==> src/logic/iau_consts.svh <==
// Constants of the interrupt aggregation unit: register indices, field
// positions, reset values and widths.
// Assumes APB with 32-bit data; byte address equals four times the index.
`ifndef IAU_CONSTS_SVH
`define IAU_CONSTS_SVH

// ****************************************************************
// Bus geometry
// ****************************************************************
`define IAU_AW              18
`define IAU_IW              16

// ****************************************************************
// Register indices (byte address is index times four)
// ****************************************************************
`define IAU_IDX_DRV0_OUT    16'hFC20
`define IAU_IDX_DRV0_IN     16'hFC21
`define IAU_IDX_DRV0_CSR    16'hFC22
`define IAU_IDX_DRV1_OUT    16'hFC28
`define IAU_IDX_DRV1_IN     16'hFC29
`define IAU_IDX_DRV1_CSR    16'hFC2A
`define IAU_IDX_SER0_CTL    16'hFD00
`define IAU_IDX_SER0_STAT   16'hFD01
`define IAU_IDX_SER1_CTL    16'hFD02
`define IAU_IDX_SER1_STAT   16'hFD03
`define IAU_IDX_ISR         16'hFE04
`define IAU_IDX_IMR         16'hFE0D
`define IAU_IDX_IDR         16'hFE0E
`define IAU_IDX_SRCSEL      16'hFE0F
`define IAU_IDX_GPI         16'hFE10

// ****************************************************************
// Field positions
// ****************************************************************
`define IAU_CSR_RDREQ       0
`define IAU_CSR_WRREQ       1
`define IAU_SER_SLAVE       2
`define IAU_SER_BYTE        3
`define IAU_SER_BUSERR      4
`define IAU_SER_PENDN       7
`define IAU_SER_IE          3
`define IAU_ISR_SCSI        7
`define IAU_ISR_SER0        6
`define IAU_ISR_SER1        5
`define IAU_ISR_DMA         4
`define IAU_ISR_TMR2        3
`define IAU_ISR_TMR1        2

// ****************************************************************
// Reset values
// ****************************************************************
`define IAU_RST_IMR         8'h00
`define IAU_RST_IDR         8'h00
`define IAU_RST_SER_STAT    8'h80

`endif

==> src/logic/iau_pkg.sv <==
// Types of the interrupt aggregation unit: one state struct per module.
// Assumes the constants header is included by every user.
package iau_pkg;

  // Drive-side byte port state.
  typedef struct packed {
    logic [2:0] rd_sy;
    logic [2:0] wr_sy;
    logic [7:0] dat_s1;
    logic [7:0] dat_s2;
    logic [1:0] csr;
    logic [7:0] in_data;
    logic [7:0] out_data;
    logic       out_valid;
  } iau_drv_st_t;

  // Two-wire interrupt state.
  typedef struct packed {
    logic [7:0] status;
    logic       irq;
  } iau_ser_st_t;

  // Top-level state.
  typedef struct packed {
    logic [1:0]  ext_s1;
    logic [1:0]  ext_s2;
    logic [7:0]  frc;
    logic [7:0]  mask;
    logic [7:0]  route;
    logic [1:0]  srcsel;
    logic [1:0]  ser_ie;
    logic        pready;
    logic        pslverr;
    logic [31:0] prdata;
    logic        irq0;
    logic        irq1;
  } iau_top_st_t;

endpackage : iau_pkg

==> src/logic/iau_drive_port.sv <==
// Drive-side byte port: request flags, incoming and outgoing data.
// Assumes drive pins are asynchronous; software strobes are on clk.
`timescale 1ns/1ps
`include "iau_consts.svh"

module iau_drive_port
  import iau_pkg::*;
(
  input  wire logic       clk,
  input  wire logic       nrst,
  input  wire logic       rd_req_pin,
  input  wire logic       wr_stb_pin,
  input  wire logic [7:0] wr_data_pin,
  input  wire logic       out_we,
  input  wire logic [7:0] out_wdata,
  input  wire logic       csr_we,
  input  wire logic [1:0] csr_wdata,
  output logic      [1:0] csr,
  output logic      [7:0] in_data,
  output logic      [7:0] out_data,
  output logic            out_valid
);

  iau_drv_st_t st_q;
  iau_drv_st_t st_d;
  logic        rd_rise;
  logic        wr_rise;

  // ****************************************************************
  // Next state
  // ****************************************************************
  // Edges are taken from stages two and three only, never stage one.
  always_comb begin
    st_d = st_q;
    st_d.rd_sy = {st_q.rd_sy[1:0], rd_req_pin};
    st_d.wr_sy = {st_q.wr_sy[1:0], wr_stb_pin};
    st_d.dat_s1 = wr_data_pin;
    st_d.dat_s2 = st_q.dat_s1;
    rd_rise = st_q.rd_sy[1] & ~st_q.rd_sy[2];
    wr_rise = st_q.wr_sy[1] & ~st_q.wr_sy[2];
    // Write one to clear; a new request in the same cycle wins.
    if (csr_we) begin
      st_d.csr = st_q.csr & ~csr_wdata;
    end
    if (rd_rise) begin
      st_d.csr[`IAU_CSR_RDREQ] = 1'b1;
    end
    if (wr_rise) begin
      st_d.csr[`IAU_CSR_WRREQ] = 1'b1;
      st_d.in_data = st_q.dat_s2;
    end
    st_d.out_valid = out_we;
    if (out_we) begin
      st_d.out_data = out_wdata;
    end
  end

  always_ff @(posedge clk or negedge nrst) begin
    if (!nrst) begin
      st_q <= '0;
    end else begin
      st_q <= st_d;
    end
  end

  assign csr       = st_q.csr;
  assign in_data   = st_q.in_data;
  assign out_data  = st_q.out_data;
  assign out_valid = st_q.out_valid;
endmodule : iau_drive_port

==> src/logic/iau_serial_irq.sv <==
// Two-wire port interrupt logic: cause bits, pending flag, output.
// Assumes the event inputs are one-cycle pulses on clk.
`timescale 1ns/1ps
`include "iau_consts.svh"

module iau_serial_irq
  import iau_pkg::*;
(
  input  wire logic       clk,
  input  wire logic       nrst,
  input  wire logic       byte_done,
  input  wire logic       bus_err,
  input  wire logic       slave_hit,
  input  wire logic       ie,
  input  wire logic       stat_we,
  input  wire logic [7:0] stat_wdata,
  output logic      [7:0] status,
  output logic            irq
);

  iau_ser_st_t st_q;
  iau_ser_st_t st_d;

  // ****************************************************************
  // Next state
  // ****************************************************************
  // Writing one to the pending bit releases the port and its causes;
  // an event in that same cycle re-arms it, so nothing is lost.
  always_comb begin
    st_d = st_q;
    if (stat_we && stat_wdata[`IAU_SER_PENDN]) begin
      st_d.status = `IAU_RST_SER_STAT;
    end
    if (byte_done) begin
      st_d.status[`IAU_SER_BYTE] = 1'b1;
    end
    if (bus_err) begin
      st_d.status[`IAU_SER_BUSERR] = 1'b1;
    end
    if (slave_hit) begin
      st_d.status[`IAU_SER_SLAVE] = 1'b1;
    end
    if (byte_done | bus_err | slave_hit) begin
      st_d.status[`IAU_SER_PENDN] = 1'b0;
    end
    st_d.irq = ie & ~st_d.status[`IAU_SER_PENDN];
  end

  always_ff @(posedge clk or negedge nrst) begin
    if (!nrst) begin
      st_q <= '{status: `IAU_RST_SER_STAT, irq: 1'b0};
    end else begin
      st_q <= st_d;
    end
  end

  assign status = st_q.status;
  assign irq    = st_q.irq;
endmodule : iau_serial_irq

==> src/logic/iau_top.sv <==
// Interrupt aggregation unit: collects source requests into a status
// register, masks and routes them onto two processor interrupt lines.
// Assumes an APB master on clk; drive and external pins are asynchronous;
// SCSI, DMA, timer and two-wire events come from logic on clk.
//
// Decided for this implementation: the APB slave port.
`timescale 1ns/1ps
`include "iau_consts.svh"

module iau_top
  import iau_pkg::*;
(
  input  wire logic             clk,
  input  wire logic             nrst,
  input  wire logic             psel,
  input  wire logic             penable,
  input  wire logic             pwrite,
  input  wire logic [`IAU_AW-1:0] paddr,
  input  wire logic [31:0]      pwdata,
  output logic      [31:0]      prdata,
  output logic                  pready,
  output logic                  pslverr,
  input  wire logic             scsi_irq,
  input  wire logic             dma_irq,
  input  wire logic             tmr1_irq,
  input  wire logic             tmr2_irq,
  input  wire logic [1:0]       ser_byte_done,
  input  wire logic [1:0]       ser_bus_err,
  input  wire logic [1:0]       ser_slave_hit,
  input  wire logic [1:0]       ext_irq_pins,
  input  wire logic [1:0]       drv_rd_req,
  input  wire logic [1:0]       drv_wr_stb,
  input  wire logic [15:0]      drv_wr_data,
  output logic      [15:0]      drv_out_data,
  output logic      [1:0]       drv_out_valid,
  output logic                  cpu_irq0,
  output logic                  cpu_irq1
);

  // ****************************************************************
  // Declarations
  // ****************************************************************
  iau_top_st_t      st_q;
  iau_top_st_t      st_d;
  logic [`IAU_IW-1:0] idx;
  logic             setup;
  logic             wr_acc;
  logic [7:0]       interrupt_source_status;
  logic [7:0]       live;
  logic [7:0]       rd8;
  logic             hit;
  logic [1:0]       drv_out_we;
  logic [1:0]       drv_csr_we;
  logic [1:0]       ser_stat_we;
  logic [1:0]       drv_csr  [2];
  logic [7:0]       drv_in   [2];
  logic [7:0]       ser_stat [2];
  logic [1:0]       ser_irq;
  logic [`IAU_IW-1:0] idx_out  [2];
  logic [`IAU_IW-1:0] idx_in   [2];
  logic [`IAU_IW-1:0] idx_csr  [2];
  logic [`IAU_IW-1:0] idx_sctl [2];
  logic [`IAU_IW-1:0] idx_sst  [2];

  assign idx_out  = '{`IAU_IDX_DRV0_OUT,  `IAU_IDX_DRV1_OUT};
  assign idx_in   = '{`IAU_IDX_DRV0_IN,   `IAU_IDX_DRV1_IN};
  assign idx_csr  = '{`IAU_IDX_DRV0_CSR,  `IAU_IDX_DRV1_CSR};
  assign idx_sctl = '{`IAU_IDX_SER0_CTL,  `IAU_IDX_SER1_CTL};
  assign idx_sst  = '{`IAU_IDX_SER0_STAT, `IAU_IDX_SER1_STAT};

  // ****************************************************************
  // Bus decode
  // ****************************************************************
  // Writes land only at the access edge where pready is already high.
  assign idx    = paddr[`IAU_AW-1:2];
  assign setup  = psel & ~penable & ~st_q.pready;
  assign wr_acc = psel & penable & pwrite & st_q.pready;

  // ****************************************************************
  // Per-port sources
  // ****************************************************************
  // Both drive ports and both two-wire ports repeat the same wiring.
  for (genvar p = 0; p < 2; p++) begin : g_port
    assign drv_out_we[p]  = wr_acc && idx == idx_out[p];
    assign drv_csr_we[p]  = wr_acc && idx == idx_csr[p];
    assign ser_stat_we[p] = wr_acc && idx == idx_sst[p];

    iau_drive_port u_drv (
      .clk         (clk),
      .nrst        (nrst),
      .rd_req_pin  (drv_rd_req[p]),
      .wr_stb_pin  (drv_wr_stb[p]),
      .wr_data_pin (drv_wr_data[8*p +: 8]),
      .out_we      (drv_out_we[p]),
      .out_wdata   (pwdata[7:0]),
      .csr_we      (drv_csr_we[p]),
      .csr_wdata   (pwdata[1:0]),
      .csr         (drv_csr[p]),
      .in_data     (drv_in[p]),
      .out_data    (drv_out_data[8*p +: 8]),
      .out_valid   (drv_out_valid[p])
    );

    iau_serial_irq u_ser (
      .clk         (clk),
      .nrst        (nrst),
      .byte_done   (ser_byte_done[p]),
      .bus_err     (ser_bus_err[p]),
      .slave_hit   (ser_slave_hit[p]),
      .ie          (st_q.ser_ie[p]),
      .stat_we     (ser_stat_we[p]),
      .stat_wdata  (pwdata[7:0]),
      .status      (ser_stat[p]),
      .irq         (ser_irq[p])
    );

    // Low two bits pick drive port or external pin per source select.
    assign live[p] = st_q.srcsel[p] ? st_q.ext_s2[p] : |drv_csr[p];
  end

  // ****************************************************************
  // Status composition
  // ****************************************************************
  // Status follows its sources, so it clears only when the source does;
  // the force bits stay until software writes them back to zero.
  assign live[`IAU_ISR_SCSI] = scsi_irq;
  assign live[`IAU_ISR_DMA]  = dma_irq;
  assign live[`IAU_ISR_SER0] = ser_irq[0];
  assign live[`IAU_ISR_SER1] = ser_irq[1];
  assign live[`IAU_ISR_TMR2] = tmr2_irq;
  assign live[`IAU_ISR_TMR1] = tmr1_irq;
  assign interrupt_source_status = live | st_q.frc;

  // ****************************************************************
  // Read mux
  // ****************************************************************
  // Narrow registers sit in the low byte; upper bits read as zero.
  always_comb begin
    rd8 = 8'h00;
    hit = 1'b1;
    case (idx)
      `IAU_IDX_DRV0_OUT:  rd8 = drv_out_data[7:0];
      `IAU_IDX_DRV0_IN:   rd8 = drv_in[0];
      `IAU_IDX_DRV0_CSR:  rd8 = {6'h00, drv_csr[0]};
      `IAU_IDX_DRV1_OUT:  rd8 = drv_out_data[15:8];
      `IAU_IDX_DRV1_IN:   rd8 = drv_in[1];
      `IAU_IDX_DRV1_CSR:  rd8 = {6'h00, drv_csr[1]};
      `IAU_IDX_SER0_CTL:  rd8 = {4'h0, st_q.ser_ie[0], 3'h0};
      `IAU_IDX_SER0_STAT: rd8 = ser_stat[0];
      `IAU_IDX_SER1_CTL:  rd8 = {4'h0, st_q.ser_ie[1], 3'h0};
      `IAU_IDX_SER1_STAT: rd8 = ser_stat[1];
      `IAU_IDX_ISR:       rd8 = interrupt_source_status;
      `IAU_IDX_IMR:       rd8 = st_q.mask;
      `IAU_IDX_IDR:       rd8 = st_q.route;
      `IAU_IDX_SRCSEL:    rd8 = {6'h00, st_q.srcsel};
      `IAU_IDX_GPI:       rd8 = {6'h00, st_q.ext_s2};
      default:            hit = 1'b0;
    endcase
  end

  // ****************************************************************
  // Next state
  // ****************************************************************
  // The answer is registered in the setup cycle, so every access takes
  // exactly one access-phase cycle and all outputs leave flip-flops.
  always_comb begin
    st_d = st_q;
    st_d.ext_s1 = ext_irq_pins;
    st_d.ext_s2 = st_q.ext_s1;
    st_d.pready = setup;
    if (setup) begin
      st_d.prdata  = pwrite ? 32'h0000_0000 : {24'h00_0000, rd8};
      st_d.pslverr = ~hit;
    end else begin
      st_d.prdata  = 32'h0000_0000;
      st_d.pslverr = 1'b0;
    end
    if (wr_acc) begin
      case (idx)
        `IAU_IDX_ISR:      st_d.frc = pwdata[7:0];
        `IAU_IDX_IMR:      st_d.mask = pwdata[7:0];
        `IAU_IDX_IDR:      st_d.route = pwdata[7:0];
        `IAU_IDX_SRCSEL:   st_d.srcsel = pwdata[1:0];
        `IAU_IDX_SER0_CTL: st_d.ser_ie[0] = pwdata[`IAU_SER_IE];
        `IAU_IDX_SER1_CTL: st_d.ser_ie[1] = pwdata[`IAU_SER_IE];
        default:           st_d.frc = st_q.frc;
      endcase
    end
    // Masked bits never reach a line; the route bit picks the line.
    st_d.irq0 = |(interrupt_source_status & st_q.mask & ~st_q.route);
    st_d.irq1 = |(interrupt_source_status & st_q.mask & st_q.route);
  end

  // ****************************************************************
  // State register
  // ****************************************************************
  always_ff @(posedge clk or negedge nrst) begin
    if (!nrst) begin
      st_q       <= '0;
      st_q.mask  <= `IAU_RST_IMR;
      st_q.route <= `IAU_RST_IDR;
    end else begin
      st_q <= st_d;
    end
  end

  assign prdata   = st_q.prdata;
  assign pready   = st_q.pready;
  assign pslverr  = st_q.pslverr;
  assign cpu_irq0 = st_q.irq0;
  assign cpu_irq1 = st_q.irq1;
endmodule : iau_top

==> config.mk <==
export PLATFORM = sky130hd
export DESIGN_NAME = iau_top
export DESIGN_NICKNAME = d
export VERILOG_FILES = /design/src/logic/iau_pkg.sv /design/src/logic/iau_drive_port.sv /design/src/logic/iau_serial_irq.sv /design/src/logic/iau_top.sv
export VERILOG_INCLUDE_DIRS = /design/src /design/src/logic
export SDC_FILE = /design/constraint.sdc
export NUM_CORES = 1
export LEC_CHECK = 0
export BUFFER_PORTS_ARGS = -buffer_cell sky130_fd_sc_hd__buf_2
export CORE_MARGIN = 2
export CORE_UTILIZATION = 58
export CTS_CLUSTER_SIZE = 20
export DETAILED_ROUTE_END_ITERATION = 6
export PLACE_DENSITY = 0.93
export REMOVE_ABC_BUFFERS = 1
export SYNTH_ARGS = -nofsm -noshare
export SYNTH_HDL_FRONTEND = slang
export SYNTH_HIERARCHICAL = 1
export SYNTH_SLANG_ARGS = --single-unit
==> constraint.sdc <==
create_clock -name clk -period 3.63 [get_ports clk]
set_input_delay 0 -clock clk [delete_from_list [all_inputs] [get_ports clk]]
set_output_delay 0 -clock clk [all_outputs]
set_load 0.01 [all_outputs]
==> out/qor.txt <==
status: complete, no violations
sequential share of the synthesized area: 0.547
final setup vio count: 0
CP Launch Type: input port
width of the chip: 108 um
worst reg2reg setup slack: 1.66 ns
global-route wire length before repair: 22700 um
Netlist cell types: 63
FF+latch count, synth: 136
GP Congestion: 0.951
DR vias/cell: 5.70
Die Height: 108 um
Initial DRT Pass Iterations: 5
endpoints failing hold: 0
slew margin rel.: 0.340
io pins: 141
Post-CTS Resized: 0
Leakage: 3.41 nW
maxcap violations: 0
Hold Crit Class: in -> reg
initial DRC count: 349
pwr dens: 466 mW/mm^2
Critical Path RT: 4.09 ns
gr ovfl total: 0
post-synthesis cell area: 0.00623 mm^2
total power: 3.43 mW
post-synthesis cell count: 512
min Tclk post-route: 2.73 ns
worst hold start: tmr2_irq
Clock Tree Root: clkbuf_8
via count: 4333
clock latency on the worst-skew pair: 0.52 ns
Clock Tree Buf Depth: 2
dpl cells: 682
crit path DAT: 3.19 ns
die area: 0.0116 mm^2
hold path cells: 5
non-filler instance count after layout: 760
clk slew on worst S/H paths: 0.06 ns
H-tree levels: 4
largest net degree at the start of global routing: 114
Remaining DRCs: 0
row count: 37
initial antenna violation count: 0
total core area: 0.0104 mm^2
Num CTS Buffers: 17
Post-DRT Antenna Nets: 0
Crit Path Class: in -> reg
Critical Path Sink Type: flip-flop
Final Cycle Share: 0.753
CTS hold repair buffers: 45
post-synthesis average cell area: 12.2 um^2
WL per Instance: 19.3 um
CTS tree: built
measured slew at the worst slew-check pin: 0.990 ns
Synth async-reset ratio: 1.00
FF-to-FF path depth: 5
fmax: 366 MHz
vias in the first global route: 4330
crit-path max FO: 8
Starting Density: 0.601
Main synth FF type: dfrtp_1
Clock Skew: 0.00700 ns
Nets: 697
Area Overhead vs Synth: 18.2%
Min-Delay Endpoint: cpu_irq0
RSZ-0062 raised after global routing: false
setup tns final: 0 ns
reg-to-reg startpoint: pready
setup bufs post-CTS: 0
Slew Viols, Final: 0
wirelength, routed: 14700 um
FF-to-FF End: g_port[0].u_ser/status[7]
layout cells sized above 1: 0.316
Final HPWL DP: 9770 um
port buffer count: 90
Synth Warn #: 6
Total GRT Usage: 0.267
EDFF count, synth: 0
maximum vdd drop: 0.393 mV
clk sinks: 136
## cell families (layout without fill, tap and decap cells)
| logic type | Yosys count | count (layout) | synth area share |
|---|---|---|---|
| other | 3 | 33 | 0.00181 |
| AOI/OAI and AO/OA | 92 | 92 | 0.106 |
| muxes | 68 | 68 | 0.131 |
| DFF | 136 | 136 | 0.547 |
| and+or+nand+nor | 113 | 113 | 0.104 |
| buffers and inverters | 100 | 182 | 0.109 |
## critical path: stages
cell	delay [ns]
dlygate4sd3_1	0.54
buf_2	0.15
or4_1	0.74
nor4_2	0.35
buf_4	0.21
inv_1	0.06
nor2_1	0.17
a21oi_1	0.13
nor4_1	0.23
dlygate4sd3_1	0.61
## power by group
group | internal, mW | total (mW) | switching [mW]
sequential | 1.57 | 1.60 | 0.0302
combinational | 0.110 | 0.239 | 0.129
clock | 0.992 | 1.59 | 0.601
## synthesized netlist by cell type, drive strengths merged, types with 5 or more instances
master	count	area, um^2
dfrtp	134	3350
buf	82	614
mux2	61	747
nand2	28	113
nor2	22	82.6
o21ai	17	85.1
nor4	14	115
a22oi	13	97.6
inv	10	37.5
a21o	9	72.6
a21oi	8	40.0
clkbuf	8	30.0
a31oi	7	43.8
mux2i	7	70.1
nand3	7	35.0
nor2b	7	58.8
nor3	7	40.0
o2bb2ai	6	52.6
nand4	5	31.3
## through the flow
stage | cell area (um^2) | hold WS (ns) | setup slack (ns) | util
6_report | 7360 | 0.0356 | 0.898 | 0.710
5_1_grt | 7360 | 0.0532 | 0.831 | 0.710
4_1_cts | 7360 | 0.0150 | 1.10 | 0.710
3_5_place_dp | 6360 | 0.109 | 1.36 | 0.614
3_3_place_gp | 6360 | 0.107 | 1.40 | 0.614
2_1_floorplan | 5690 | -0.296 | 1.19 | -
## layout by cell type, fill, tap and decap left out, drive strengths merged, types with 9 or more instances in the layout
cell           n
dfrtp        134
buf           95
mux2          61
dlygate4sd3   45
conb          32
nand2         28
clkbuf        24
nor2          22
o21ai         17
nor4          14
a22oi         13
inv           10
a21o           9
## sequential cells by signal (all words and copies together), names as in the netlist
register and cells:
st_q 30, g_port.u_drv/st_d 24, g_port.u_drv/st_q 20, g_port.u_drv/in_data 16, g_port.u_drv/out_data 16, g_port.u_ser/status 8, prdata 8, g_port.u_drv/csr 4
g_port.u_drv/out_valid 2, g_port.u_ser/irq 2, st_d 2, cpu_irq0 1, cpu_irq1 1, pready 1, pslverr 1
## per-layer routing
metal	up-vias	GRT usage	routed length, um
met5	-	0	0
met4	0	0.101	357
met3	36	0.0672	1020
met2	216	0.420	7070
met1	2135	0.360	6250
li1	1946	-	-
## final cells by class
| type | count | area (um^2) |
|---|---|---|
| multi-input combinational | 305 | 2260 |
| clock inverter | 8 | 97.6 |
| clock buffer | 24 | 450 |
| antenna | 1 | 2.50 |
| sequential | 136 | 3410 |
| inverter | 10 | 37.5 |
| fill | 727 | 3010 |
| timing repair buffer | 140 | 945 |
| tap | 136 | 170 |
## how the worst max path moves through the flow
stage | start | end | depth (start not counted)
2_1_floorplan | paddr[6] | g_port[1].u_drv/out_data[0] | 5
3_3_place_gp | paddr[6] | prdata[1] | 6
3_5_place_dp | paddr[10] | g_port[1].u_drv/out_data[7] | 7
4_1_cts | paddr[6] | g_port[0].u_ser/status[7] | 10
5_1_grt | paddr[6] | g_port[0].u_ser/status[7] | 10
6_report | paddr[6] | g_port[0].u_ser/status[7] | 10
No activity file was read; power rests on OpenSTA's default activity.
